==> config.mk <==
export PLATFORM = sky130hd
export DESIGN_NAME = idts_drive_timing_select
export DESIGN_NICKNAME = d
export VERILOG_FILES = /design/src/shared/idts_pkg.sv /design/src/design/idts_drive_timing_select.sv
export VERILOG_INCLUDE_DIRS = /design/src /design/src/shared
export SDC_FILE = /design/constraint.sdc
export NUM_CORES = 1
export LEC_CHECK = 0
export BUFFER_PORTS_ARGS = -buffer_cell sky130_fd_sc_hd__buf_2
export CORE_UTILIZATION = 45
export DETAILED_ROUTE_END_ITERATION = 8
export HOLD_SLACK_MARGIN = 0.06
export MAX_ROUTING_LAYER = met4
export PLACE_DENSITY = 0.74
export SLEW_MARGIN = 40
export SYNTH_ARGS = -nofsm -noshare
export SYNTH_HDL_FRONTEND = slang
export SYNTH_SLANG_ARGS = --single-unit
==> constraint.sdc <==
create_clock -name core_clk -period 2.6 [get_ports core_clk]
set_input_delay 0.26 -clock core_clk [delete_from_list [all_inputs] [get_ports core_clk]]
set_output_delay 0.26 -clock core_clk [all_outputs]
set_load 0.05 [all_outputs]
==> src/shared/idts_defines.svh <==
// register offsets, field positions, reset values and timing counts of the drive timing select block
`ifndef IDTS_DEFINES_SVH
`define IDTS_DEFINES_SVH

// ----------------------------------------------------------------------
// register offsets (byte addresses)
// ----------------------------------------------------------------------
`define IDTS_OFF_PRI_TIM   8'h40
`define IDTS_OFF_SEC_TIM   8'h42
`define IDTS_OFF_SLV_TIM   8'h44
`define IDTS_OFF_SDMA_CTL  8'h48

// ----------------------------------------------------------------------
// reset values and writable masks
// ----------------------------------------------------------------------
`define IDTS_RST_TIM       16'h0000
`define IDTS_RST_SLV       8'h00
`define IDTS_RST_SDMA      8'h00
`define IDTS_TIM_MASK      16'hF3FF
`define IDTS_SDMA_MASK     8'h0F

// ----------------------------------------------------------------------
// channel timing field positions
// ----------------------------------------------------------------------
`define IDTS_B_D0_BANK     0
`define IDTS_B_D0_RDY      1
`define IDTS_B_D0_PPE      2
`define IDTS_B_D0_DTE      3
`define IDTS_B_D1_BANK     4
`define IDTS_B_D1_RDY      5
`define IDTS_B_D1_PPE      6
`define IDTS_B_D1_DTE      7
`define IDTS_B_SEP_SEL     14
`define IDTS_F_RCT_LO      8
`define IDTS_F_ISP_LO      12

// ----------------------------------------------------------------------
// slave timing field positions (low bit of each two-bit field)
// ----------------------------------------------------------------------
`define IDTS_F_PRI_RCT     0
`define IDTS_F_PRI_ISP     2
`define IDTS_F_SEC_RCT     4
`define IDTS_F_SEC_ISP     6

// ----------------------------------------------------------------------
// timing counts in clocks
// ----------------------------------------------------------------------
`define IDTS_ISP_CLK_00    3'd5
`define IDTS_ISP_CLK_01    3'd4
`define IDTS_ISP_CLK_10    3'd3
`define IDTS_RCT_CLK_00    3'd4
`define IDTS_RCT_CLK_01    3'd3
`define IDTS_RCT_CLK_10    3'd2
`define IDTS_RCT_CLK_11    3'd1
`define IDTS_COMPAT_ISP    3'd6
`define IDTS_COMPAT_RCT    3'd7

`endif

==> src/shared/idts_pkg.sv <==
// types shared by the drive timing select block
package idts_pkg;

  // one data-port or dma access to be timed
  typedef struct packed {
    logic valid;
    logic chan;   // 0 primary cable, 1 secondary cable
    logic drive;  // 0 drive 0, 1 drive 1
    logic dma;    // 1 dma transfer, 0 pio data-port transfer
  } idts_acc_s;

  // resolved timing for that access
  typedef struct packed {
    logic       valid;
    logic       fast;
    logic       sep_timing;
    logic [2:0] sample_clks;
    logic [2:0] recovery_clks;
    logic       sample_rsvd;
    logic       ready_sample_en;
    logic       prefetch_post_en;
    logic       udma_en;
  } idts_res_s;

  // whole state of the block
  typedef struct packed {
    logic [15:0] pri_tim;
    logic [15:0] sec_tim;
    logic [7:0]  slv_tim;
    logic [7:0]  sdma_ctl;
    logic [15:0] rdata;
    idts_res_s   res;
  } idts_state_s;

endpackage

==> src/design/idts_drive_timing_select.sv <==
// drive timing select: per-drive timing registers and access timing resolution
//
// Decided for this implementation: the address-and-strobe port.
`timescale 1ns/1ns
`include "idts_defines.svh"

module idts_drive_timing_select (
  input  wire logic              core_clk,
  input  wire logic              rst,
  input  wire logic [7:0]        reg_addr,
  input  wire logic [15:0]       reg_wdata,
  input  wire logic              reg_wr,
  input  wire logic              reg_rd,
  output logic [15:0]            reg_rdata,
  input  wire idts_pkg::idts_acc_s acc,
  output idts_pkg::idts_res_s    res,
  output logic [3:0]             udma_en
);
  import idts_pkg::*;

  idts_state_s st_reg;
  idts_state_s st_next;

  // ----------------------------------------------------------------------
  // decode helpers
  // ----------------------------------------------------------------------

  // sample point code to clocks; the reserved code yields zero and a flag
  function automatic logic [2:0] isp_clks(input logic [1:0] code);
    logic [2:0] c;
    c = 3'd0;
    case (code)
      2'b00:   c = `IDTS_ISP_CLK_00;
      2'b01:   c = `IDTS_ISP_CLK_01;
      2'b10:   c = `IDTS_ISP_CLK_10;
      default: c = 3'd0;
    endcase
    return c;
  endfunction

  // recovery code to clocks, every code is legal
  function automatic logic [2:0] rct_clks(input logic [1:0] code);
    logic [2:0] c;
    c = 3'd0;
    case (code)
      2'b00:   c = `IDTS_RCT_CLK_00;
      2'b01:   c = `IDTS_RCT_CLK_01;
      2'b10:   c = `IDTS_RCT_CLK_10;
      default: c = `IDTS_RCT_CLK_11;
    endcase
    return c;
  endfunction

  // ----------------------------------------------------------------------
  // access resolution
  // ----------------------------------------------------------------------

  // resolve the timing of one access from the copy of its own cable
  function automatic idts_res_s resolve(input logic [15:0] tim,
                                        input logic [7:0]  slv,
                                        input logic [3:0]  sdma,
                                        input idts_acc_s   a);
    idts_res_s  r;
    logic       bank;
    logic       dte;
    logic       sep;
    logic [1:0] isp;
    logic [1:0] rct;
    r    = '0;
    bank = a.drive ? tim[`IDTS_B_D1_BANK] : tim[`IDTS_B_D0_BANK];
    dte  = a.drive ? tim[`IDTS_B_D1_DTE] : tim[`IDTS_B_D0_DTE];
    // slave fields count only for drive 1 with the split bit set
    sep  = a.drive & tim[`IDTS_B_SEP_SEL];
    if (sep)
    begin
      isp = a.chan ? slv[`IDTS_F_SEC_ISP +: 2] : slv[`IDTS_F_PRI_ISP +: 2];
      rct = a.chan ? slv[`IDTS_F_SEC_RCT +: 2] : slv[`IDTS_F_PRI_RCT +: 2];
    end
    else
    begin
      isp = tim[`IDTS_F_ISP_LO +: 2];
      rct = tim[`IDTS_F_RCT_LO +: 2];
    end
    r.valid = a.valid;
    // dma-only mode leaves pio on compatible timing
    r.fast  = bank & (~dte | a.dma);
    if (r.fast)
    begin
      r.sep_timing    = sep;
      r.sample_clks   = isp_clks(isp);
      r.recovery_clks = rct_clks(rct);
      r.sample_rsvd   = (isp == 2'b11);
    end
    else
    begin
      r.sep_timing    = 1'b0;
      r.sample_clks   = `IDTS_COMPAT_ISP;
      r.recovery_clks = `IDTS_COMPAT_RCT;
      r.sample_rsvd   = 1'b0;
    end
    r.ready_sample_en  = a.drive ? tim[`IDTS_B_D1_RDY] : tim[`IDTS_B_D0_RDY];
    r.prefetch_post_en = a.drive ? tim[`IDTS_B_D1_PPE] : tim[`IDTS_B_D0_PPE];
    r.udma_en          = sdma[{a.chan, a.drive}];
    return r;
  endfunction

  // ----------------------------------------------------------------------
  // next state
  // ----------------------------------------------------------------------

  // register writes, read data for the next cycle, and the timing answer
  always_comb
  begin
    st_next       = st_reg;
    st_next.rdata = 16'h0000; // read data stand only in the cycle after a read
    if (reg_wr)
    begin
      case (reg_addr)
        `IDTS_OFF_PRI_TIM:  st_next.pri_tim  = reg_wdata & `IDTS_TIM_MASK;
        `IDTS_OFF_SEC_TIM:  st_next.sec_tim  = reg_wdata & `IDTS_TIM_MASK;
        `IDTS_OFF_SLV_TIM:  st_next.slv_tim  = reg_wdata[7:0];
        `IDTS_OFF_SDMA_CTL: st_next.sdma_ctl = reg_wdata[7:0] & `IDTS_SDMA_MASK;
        default:            st_next.sdma_ctl = st_reg.sdma_ctl;
      endcase
    end
    if (reg_rd)
    begin
      case (reg_addr)
        `IDTS_OFF_PRI_TIM:  st_next.rdata = st_reg.pri_tim;
        `IDTS_OFF_SEC_TIM:  st_next.rdata = st_reg.sec_tim;
        `IDTS_OFF_SLV_TIM:  st_next.rdata = {8'h00, st_reg.slv_tim};
        `IDTS_OFF_SDMA_CTL: st_next.rdata = {8'h00, st_reg.sdma_ctl};
        default:            st_next.rdata = 16'h0000; // unmapped reads zero
      endcase
    end
    // each cable is timed only from its own copy
    st_next.res = resolve(acc.chan ? st_reg.sec_tim : st_reg.pri_tim,
                          st_reg.slv_tim, st_reg.sdma_ctl[3:0], acc);
  end

  // ----------------------------------------------------------------------
  // state register
  // ----------------------------------------------------------------------

  // synchronous reset puts every register at zero
  always_ff @(posedge core_clk)
  begin
    if (rst)
    begin
      st_reg          <= '0;
      st_reg.pri_tim  <= `IDTS_RST_TIM;
      st_reg.sec_tim  <= `IDTS_RST_TIM;
      st_reg.slv_tim  <= `IDTS_RST_SLV;
      st_reg.sdma_ctl <= `IDTS_RST_SDMA;
    end
    else
    begin
      st_reg <= st_next;
    end
  end

  // outputs straight from the state flops
  assign reg_rdata = st_reg.rdata;
  assign res       = st_reg.res;
  assign udma_en   = st_reg.sdma_ctl[3:0];
endmodule

# Yosys cells after proc, flatten, opt, wreduce, memory -nomap -nowiden
# Cells that the tools add are included.
dict set report classes {
  order_cmp 1
  eq_ne 9
  n_mux 15
  bitwise 6
  reduce_logical 8
}
# cell n
set ops {}
lappend ops {{16-bit one-hot mux with 4 select lines} 1}
lappend ops {{8-bit by 7-bit == test with 1-bit output, second input constant} 4}
lappend ops {{3-bit one-hot mux with 3 select lines} 2}
lappend ops {{15-bit 2-to-1 mux} 1}
lappend ops {{2-bit 2-to-1 mux} 4}
lappend ops {{2-bit AND reduction} 4}
lappend ops {{7-bit 2-to-1 mux} 1}
lappend ops {{2-bit == test, second input constant} 3}
lappend ops {{1-bit 2-to-1 mux} 5}
lappend ops {{2-bit by 1-bit == test with 1-bit output, second input constant} 2}
lappend ops {{2-bit logical NOT} 2}
lappend ops {{2-bit OR reduction} 2}
lappend ops {{2-bit by 3-bit < comparator with 1-bit output, second input constant} 1}
lappend ops {{1-bit NOT} 3}
lappend ops {{1-bit bitwise AND} 2}
lappend ops {{1-bit binary-select mux with 2-bit select} 1}
lappend ops {{1-bit bitwise OR} 1}
dict set report word_totals {
  register_bits 69
  in_bits 32
  output_inout_bits 33
  word_cells 54
}

# Longest topological paths before layout
dict set report logic_depth {
  depth_word 7
  ltp_mapped 8
  mapped_depth_nobuf 7
}

# Least setup slack after synthesis
# No wires, ideal clock.
dict set report synth_timing {
  path_type {input to register}
  start {in acc[2] in the netlist's numbering}
  end {reg st_reg (netlist bit res[5])}
  arrival_ps 1782
  t_required_ps 2472
  setup_slack_ps 691
  cell_stages 8
  cell_sequence {buf_2 -> mux2_2 -> nand2_1 -> mux4_2 -> inv_1 -> ha_1 -> nor2_1 -> nor2_1}
}
dict set report synth_via {
  elab_chain_cells 6
}
# element line_no
set synth_rtl {}
lappend synth_rtl {{from (decl)} idts_drive_timing_select.sv:15} ;# input wire idts_pkg::idts_acc_s acc,
lappend synth_rtl {{15-bit 2-to-1 mux} idts_drive_timing_select.sv:137} ;# st_next.res = resolve(acc.chan ? st_reg.sec_tim : st_reg.pri_tim,
lappend synth_rtl {{1-bit bitwise AND / 1-bit 2-to-1 mux (equally long branches)} {idts_drive_timing_select.sv:73, idts_drive_timing_select.sv:71}}
lappend synth_rtl {{2-bit 2-to-1 mux / 1-bit NOT (equally long branches)} {idts_drive_timing_select.sv:74, idts_drive_timing_select.sv:86}}
lappend synth_rtl {{2-bit == test (tied with other cells)} idts_drive_timing_select.sv:45} ;# case (code)
lappend synth_rtl {{3-bit one-hot mux with 3 select lines / 1-bit bitwise AND (equally long branches)} {idts_drive_timing_select.sv:45, idts_drive_timing_select.sv:86}}
lappend synth_rtl {{7-bit 2-to-1 mux *} idts_drive_timing_select.sv:87} ;# if (r.fast)
lappend synth_rtl {{to (signal assigned)} idts_drive_timing_select.sv:158} ;# st_reg <= st_next;
lappend synth_rtl {{to (decl)} idts_drive_timing_select.sv:21} ;# idts_state_s st_reg;
# Mark *: on every way between the ends. The rest lies on a longest branch, timed or not.
# A chain may end at the register's enable or synchronous reset.

# Worst setup path in the final report
dict set report layout_timing {
  start {reg st_reg[59] in the netlist's numbering}
  end {reg st_reg (netlist bit res[5])}
}
dict set report layout_via {
  elab_chain_cells 6
}
# element line_no
set layout_rtl {}
lappend layout_rtl {{15-bit 2-to-1 mux *} idts_drive_timing_select.sv:137}
lappend layout_rtl {{1-bit bitwise AND *} idts_drive_timing_select.sv:73} ;# sep = a.drive & tim[`IDTS_B_SEP_SEL];
lappend layout_rtl {{2-bit 2-to-1 mux *} idts_drive_timing_select.sv:74} ;# if (sep)
lappend layout_rtl {{2-bit == test (tied with other cells)} idts_drive_timing_select.sv:45}
lappend layout_rtl {{3-bit one-hot mux with 3 select lines *} idts_drive_timing_select.sv:45}
lappend layout_rtl {{7-bit 2-to-1 mux *} idts_drive_timing_select.sv:87}
# Marks and branches as above.

==> impl_results.html <==
<table>
<tr><th>Metric</th><th>Value</th></tr>
<tr><th colspan="2">GRT</th></tr>
<tr><td>Gr usage total</td><td>about 20%</td></tr>
<tr><td>Initial antenna violation count</td><td>0</td></tr>
<tr><td>Total global routing overflow</td><td>0</td></tr>
<tr><td>Maximum number of pins on one net before global-route repair</td><td>30</td></tr>
<tr><td>Via count of the first global-routing pass</td><td>~2100</td></tr>
<tr><td>Wire length of the first global-routing pass</td><td>roughly 10000 um</td></tr>
<tr><th colspan="2">Layout</th></tr>
<tr><td>Post-route insts no fill</td><td>between 400 and 500</td></tr>
<tr><td>Highest-count cells in the layout ignoring fill and taps</td><td>dfxtp_1 (67), nor2_1 (66), buf_2 (60), mux2i_1 (54), clkbuf_8 (11)</td></tr>
<tr><td>Final cell area excluding filler cells</td><td>around 0.0033 mm2</td></tr>
<tr><td>Ratio of cells with drive above 1 in the final layout</td><td>27.9%</td></tr>
<tr><td>Max FFs per register</td><td>36</td></tr>
<tr><td>Commonest non-fill, non-tap cell in the layout</td><td>dfxtp_1</td></tr>
<tr><td>Number of antenna repair diodes</td><td>0</td></tr>
<tr><td>P&amp;R area growth vs syn</td><td>9.22%</td></tr>
<tr><td>Post-layout net count</td><td>about 370</td></tr>
<tr><td>Core occupancy in the finished layout</td><td>about half</td></tr>
<tr><th colspan="2">Critical path</th></tr>
<tr><td>Crit path max fanout</td><td>5</td></tr>
<tr><td>Launching element of the worst setup path</td><td>st_reg[59]$_SDFFE_PP0P_</td></tr>
<tr><td>Arrival @ worst endpoint</td><td>approximately 2000 ps</td></tr>
<tr><td>Startpoint types</td><td>register</td></tr>
<tr><td>Required @ worst endpoint</td><td>around 2800 ps</td></tr>
<tr><td>Startpoint of the worst-slack reg-to-reg timing path</td><td>st_reg[59]$_SDFFE_PP0P_</td></tr>
<tr><td>Critical Path End Type</td><td>register</td></tr>
<tr><td>Type of the worst setup path</td><td>register to register</td></tr>
<tr><th colspan="2">Logic synthesis</th></tr>
<tr><td>Number of warnings issued by yosys</td><td>0</td></tr>
<tr><td>Synth area leaders</td><td>dfxtp_1 (44%), mux2i_1 (18%), buf_4 (8.1%)</td></tr>
<tr><td>Largest area contributor in the synthesized netlist</td><td>dfxtp_1</td></tr>
<tr><td>Combined area of all synthesized cells</td><td>~0.003 mm2</td></tr>
<tr><td>Avg Cell Area, Syn</td><td>just under 10 um2</td></tr>
<tr><td>Post-synth top area share</td><td>between 40% and 50%</td></tr>
<tr><td>Part of the Yosys area used for sequential elements</td><td>between 40% and 50%</td></tr>
<tr><td>Synthesized flop and latch total</td><td>67</td></tr>
<tr><td>Leading register cell type out of synthesis</td><td>dfxtp_1</td></tr>
<tr><td>Post-synthesis cell type count</td><td>33</td></tr>
<tr><td>Post-synthesis cell count</td><td>between 300 and 400</td></tr>
<tr><td>Share of flip-flops with an asynchronous set or reset</td><td>0%</td></tr>
<tr><td>Number of enable-type register cells in the synthesized netlist</td><td>0</td></tr>
<tr><th colspan="2">Clock tree</th></tr>
<tr><td>Clock tree from TritonCTS</td><td>done</td></tr>
<tr><td>Number of buffers inserted by hold repair at cts</td><td>0</td></tr>
<tr><td>H-tree depth reported by CTS</td><td>3</td></tr>
<tr><td>Num Clock Sinks</td><td>between 60 and 70</td></tr>
<tr><td>Master cell of the clock root buffer</td><td>clkbuf_8</td></tr>
<tr><td>Buffer levels on the longest clock path</td><td>2</td></tr>
<tr><td>Register clock-pin slew on the reported worst setup and hold paths</td><td>60 ps</td></tr>
<tr><td>Post-CTS resize count</td><td>0</td></tr>
<tr><td>Buffers inserted by post-CTS timing repair</td><td>0</td></tr>
<tr><td>Insertion delay of the later-clocked pin in the worst-skew pair</td><td>approximately 340 ps</td></tr>
<tr><td>Num CTS Buffers</td><td>9</td></tr>
<tr><th colspan="2">Placed design</th></tr>
<tr><td>Total half-perimeter wirelength after legalization and detailed placement</td><td>approximately 4500 um</td></tr>
<tr><td>Placed cell area</td><td>0.00314 mm2</td></tr>
<tr><td>Dpl cells</td><td>approximately 400</td></tr>
<tr><td>Quantity of I/O buffers inserted on ports</td><td>60</td></tr>
<tr><td>Post-placement worst setup slack</td><td>544 ps</td></tr>
<tr><td>Final weighted congestion of routability-driven global placement</td><td>between 0.8 and 0.9</td></tr>
<tr><th colspan="2">Detailed routing</th></tr>
<tr><td>Initial drt markers</td><td>190</td></tr>
<tr><td>First-pass iteration count of the detailed router</td><td>9</td></tr>
<tr><td>Vias after detailed routing</td><td>2119</td></tr>
<tr><td>Vias/cell</td><td>5.08</td></tr>
<tr><td>Average wire per standard cell</td><td>about 15 um</td></tr>
<tr><td>Post-DRT Antenna Nets</td><td>0</td></tr>
<tr><td>DRC viols</td><td>7</td></tr>
<tr><td>Total routed wirelength</td><td>around 6000 um</td></tr>
<tr><th colspan="2">Worst hold path</th></tr>
<tr><td>Hold WC Path Type</td><td>input port to register</td></tr>
<tr><td>Worst min-delay path startpoint</td><td>acc[3]</td></tr>
<tr><th colspan="2">STA</th></tr>
<tr><td>Number of hold violations in the final report</td><td>0</td></tr>
<tr><td>Sum of negative setup slack</td><td>0 ps</td></tr>
<tr><td>Measured slew at the worst slew-check pin</td><td>around 570 ps</td></tr>
<tr><td>Final worst-path setup slack</td><td>around 800 ps</td></tr>
<tr><td>Worst hold margin</td><td>roughly 150 ps</td></tr>
<tr><td>Number of max-slew violations in the final report</td><td>0</td></tr>
<tr><td>Minimum period implied by the final worst setup slack</td><td>1800 ps</td></tr>
<tr><td>Setup repair after global routing missed its margin</td><td>no</td></tr>
<tr><td>Worst rel slew slack</td><td>approximately three fifths</td></tr>
<tr><td>Fmax achieved</td><td>about 550 MHz</td></tr>
<tr><td>Endpoints failing setup</td><td>0</td></tr>
<tr><td>Clock Skews</td><td>~9.5 ps</td></tr>
<tr><td>Crit share post-route</td><td>between 60% and 70%</td></tr>
<tr><th colspan="2">Status</th></tr>
<tr><td>Status</td><td>finished with violations</td></tr>
<tr><td>Violations in the final reports</td><td>DRC</td></tr>
<tr><th colspan="2">Floorplanning</th></tr>
<tr><td>Die H</td><td>between 80 and 90 um</td></tr>
<tr><td>Ports placed on the boundary</td><td>65</td></tr>
<tr><td>Placeable core region</td><td>0.00646 mm2</td></tr>
<tr><td>Die X</td><td>84.4 um</td></tr>
<tr><td>Starting Density</td><td>47.3%</td></tr>
<tr><td>Number of rows created at floorplan</td><td>29</td></tr>
<tr><td>Die footprint</td><td>approximately 0.0071 mm2</td></tr>
<tr><th colspan="2">Power and ir drop</th></tr>
<tr><td>Total Power</td><td>2.00 mW</td></tr>
<tr><td>Static leakage</td><td>around 1.6 nW</td></tr>
<tr><td>Power per unit of standard cell area</td><td>approximately 600 mW/mm2</td></tr>
<tr><td>VDD IR max</td><td>between 200 and 250 uV</td></tr>
<tr><th colspan="2">Job</th></tr>
<tr><td>Max capacitance violation total</td><td>0</td></tr>
</table>
cells in the mapped netlist (2+ instances only):
library cell,count
nor3b_2,2
nand3_1,6
buf_4,33
o21a_1,4
clkbuf_1,9
nor2b_1,5
nor2_1,66
mux4_2,5
nand2b_1,2
inv_1,7
nor3_1,2
dfxtp_1,67
nand2_1,7
mux2i_1,54
mux2_2,7
buf_2,3
a21oi_1,7
a22oi_1,4
o21ai_0,6
logic make-up (layout without fill, tap and decap cells):
| group | count (synthesis) | after routing | share of synthesized area [%] |
|---|---|---|---|
| muxes | 66 | 66 | 24.0 |
| adders and majority gates | 1 | 1 | 0.410 |
| other | 1 | 2 | 0.123 |
| DFF | 67 | 67 | 43.9 |
| and+or+nand+nor | 99 | 99 | 15.9 |
| AOI/OAI and AO/OA | 22 | 22 | 4.38 |
| buffers and inverters | 54 | 83 | 11.3 |
report_power, final:
part | total [mW] | leakage, nW | internal [mW] | switching (mW)
Combinational | 0.117 | 0.929 | 0.0364 | 0.0805
Sequential | 1.03 | 0.542 | 1.03 | 0.00151
Clock | 0.852 | 0.0995 | 0.489 | 0.363
final timing paths:
path                              to  slack, ps  cells past startpoint
min               res[12]$_SDFF_PP0_        150                      2
max reg2reg        res[5]$_SDFF_PP0_        800                      7
max                res[5]$_SDFF_PP0_        800                      7
min reg2reg  st_reg[68]$_SDFFE_PP0P_        510                      2
routing by layer:
metal	vias to the layer above	track usage [%]	wire, um
met5	-	-	0
met4	0	10.2	153
met3	14	5.21	270
met2	61	29.2	2860
met1	982	24.4	2820
li1	1062	-	-
layout make-up:
class / instances / area [um2]
Inverter: 7 / 26.3
Multi-Input combinational cell: 190 / 1370
Clock inverter: 2 / 35.0
Sequential cell: 67 / 1340
Clock buffer: 13 / 159
Fill cell: 610 / 3120
Timing Repair Buffer: 61 / 308
Tap cell: 77 / 96.3
critical path, cell delays in order, from the launching register on:
cell	delay [ps]
dfxtp_1	350
mux2_2	280
nand2_1	100
mux4_2	490
inv_1	70
ha_1	210
nor2_1	110
nor2_1	50
Power figures use the tool's default switching activity.
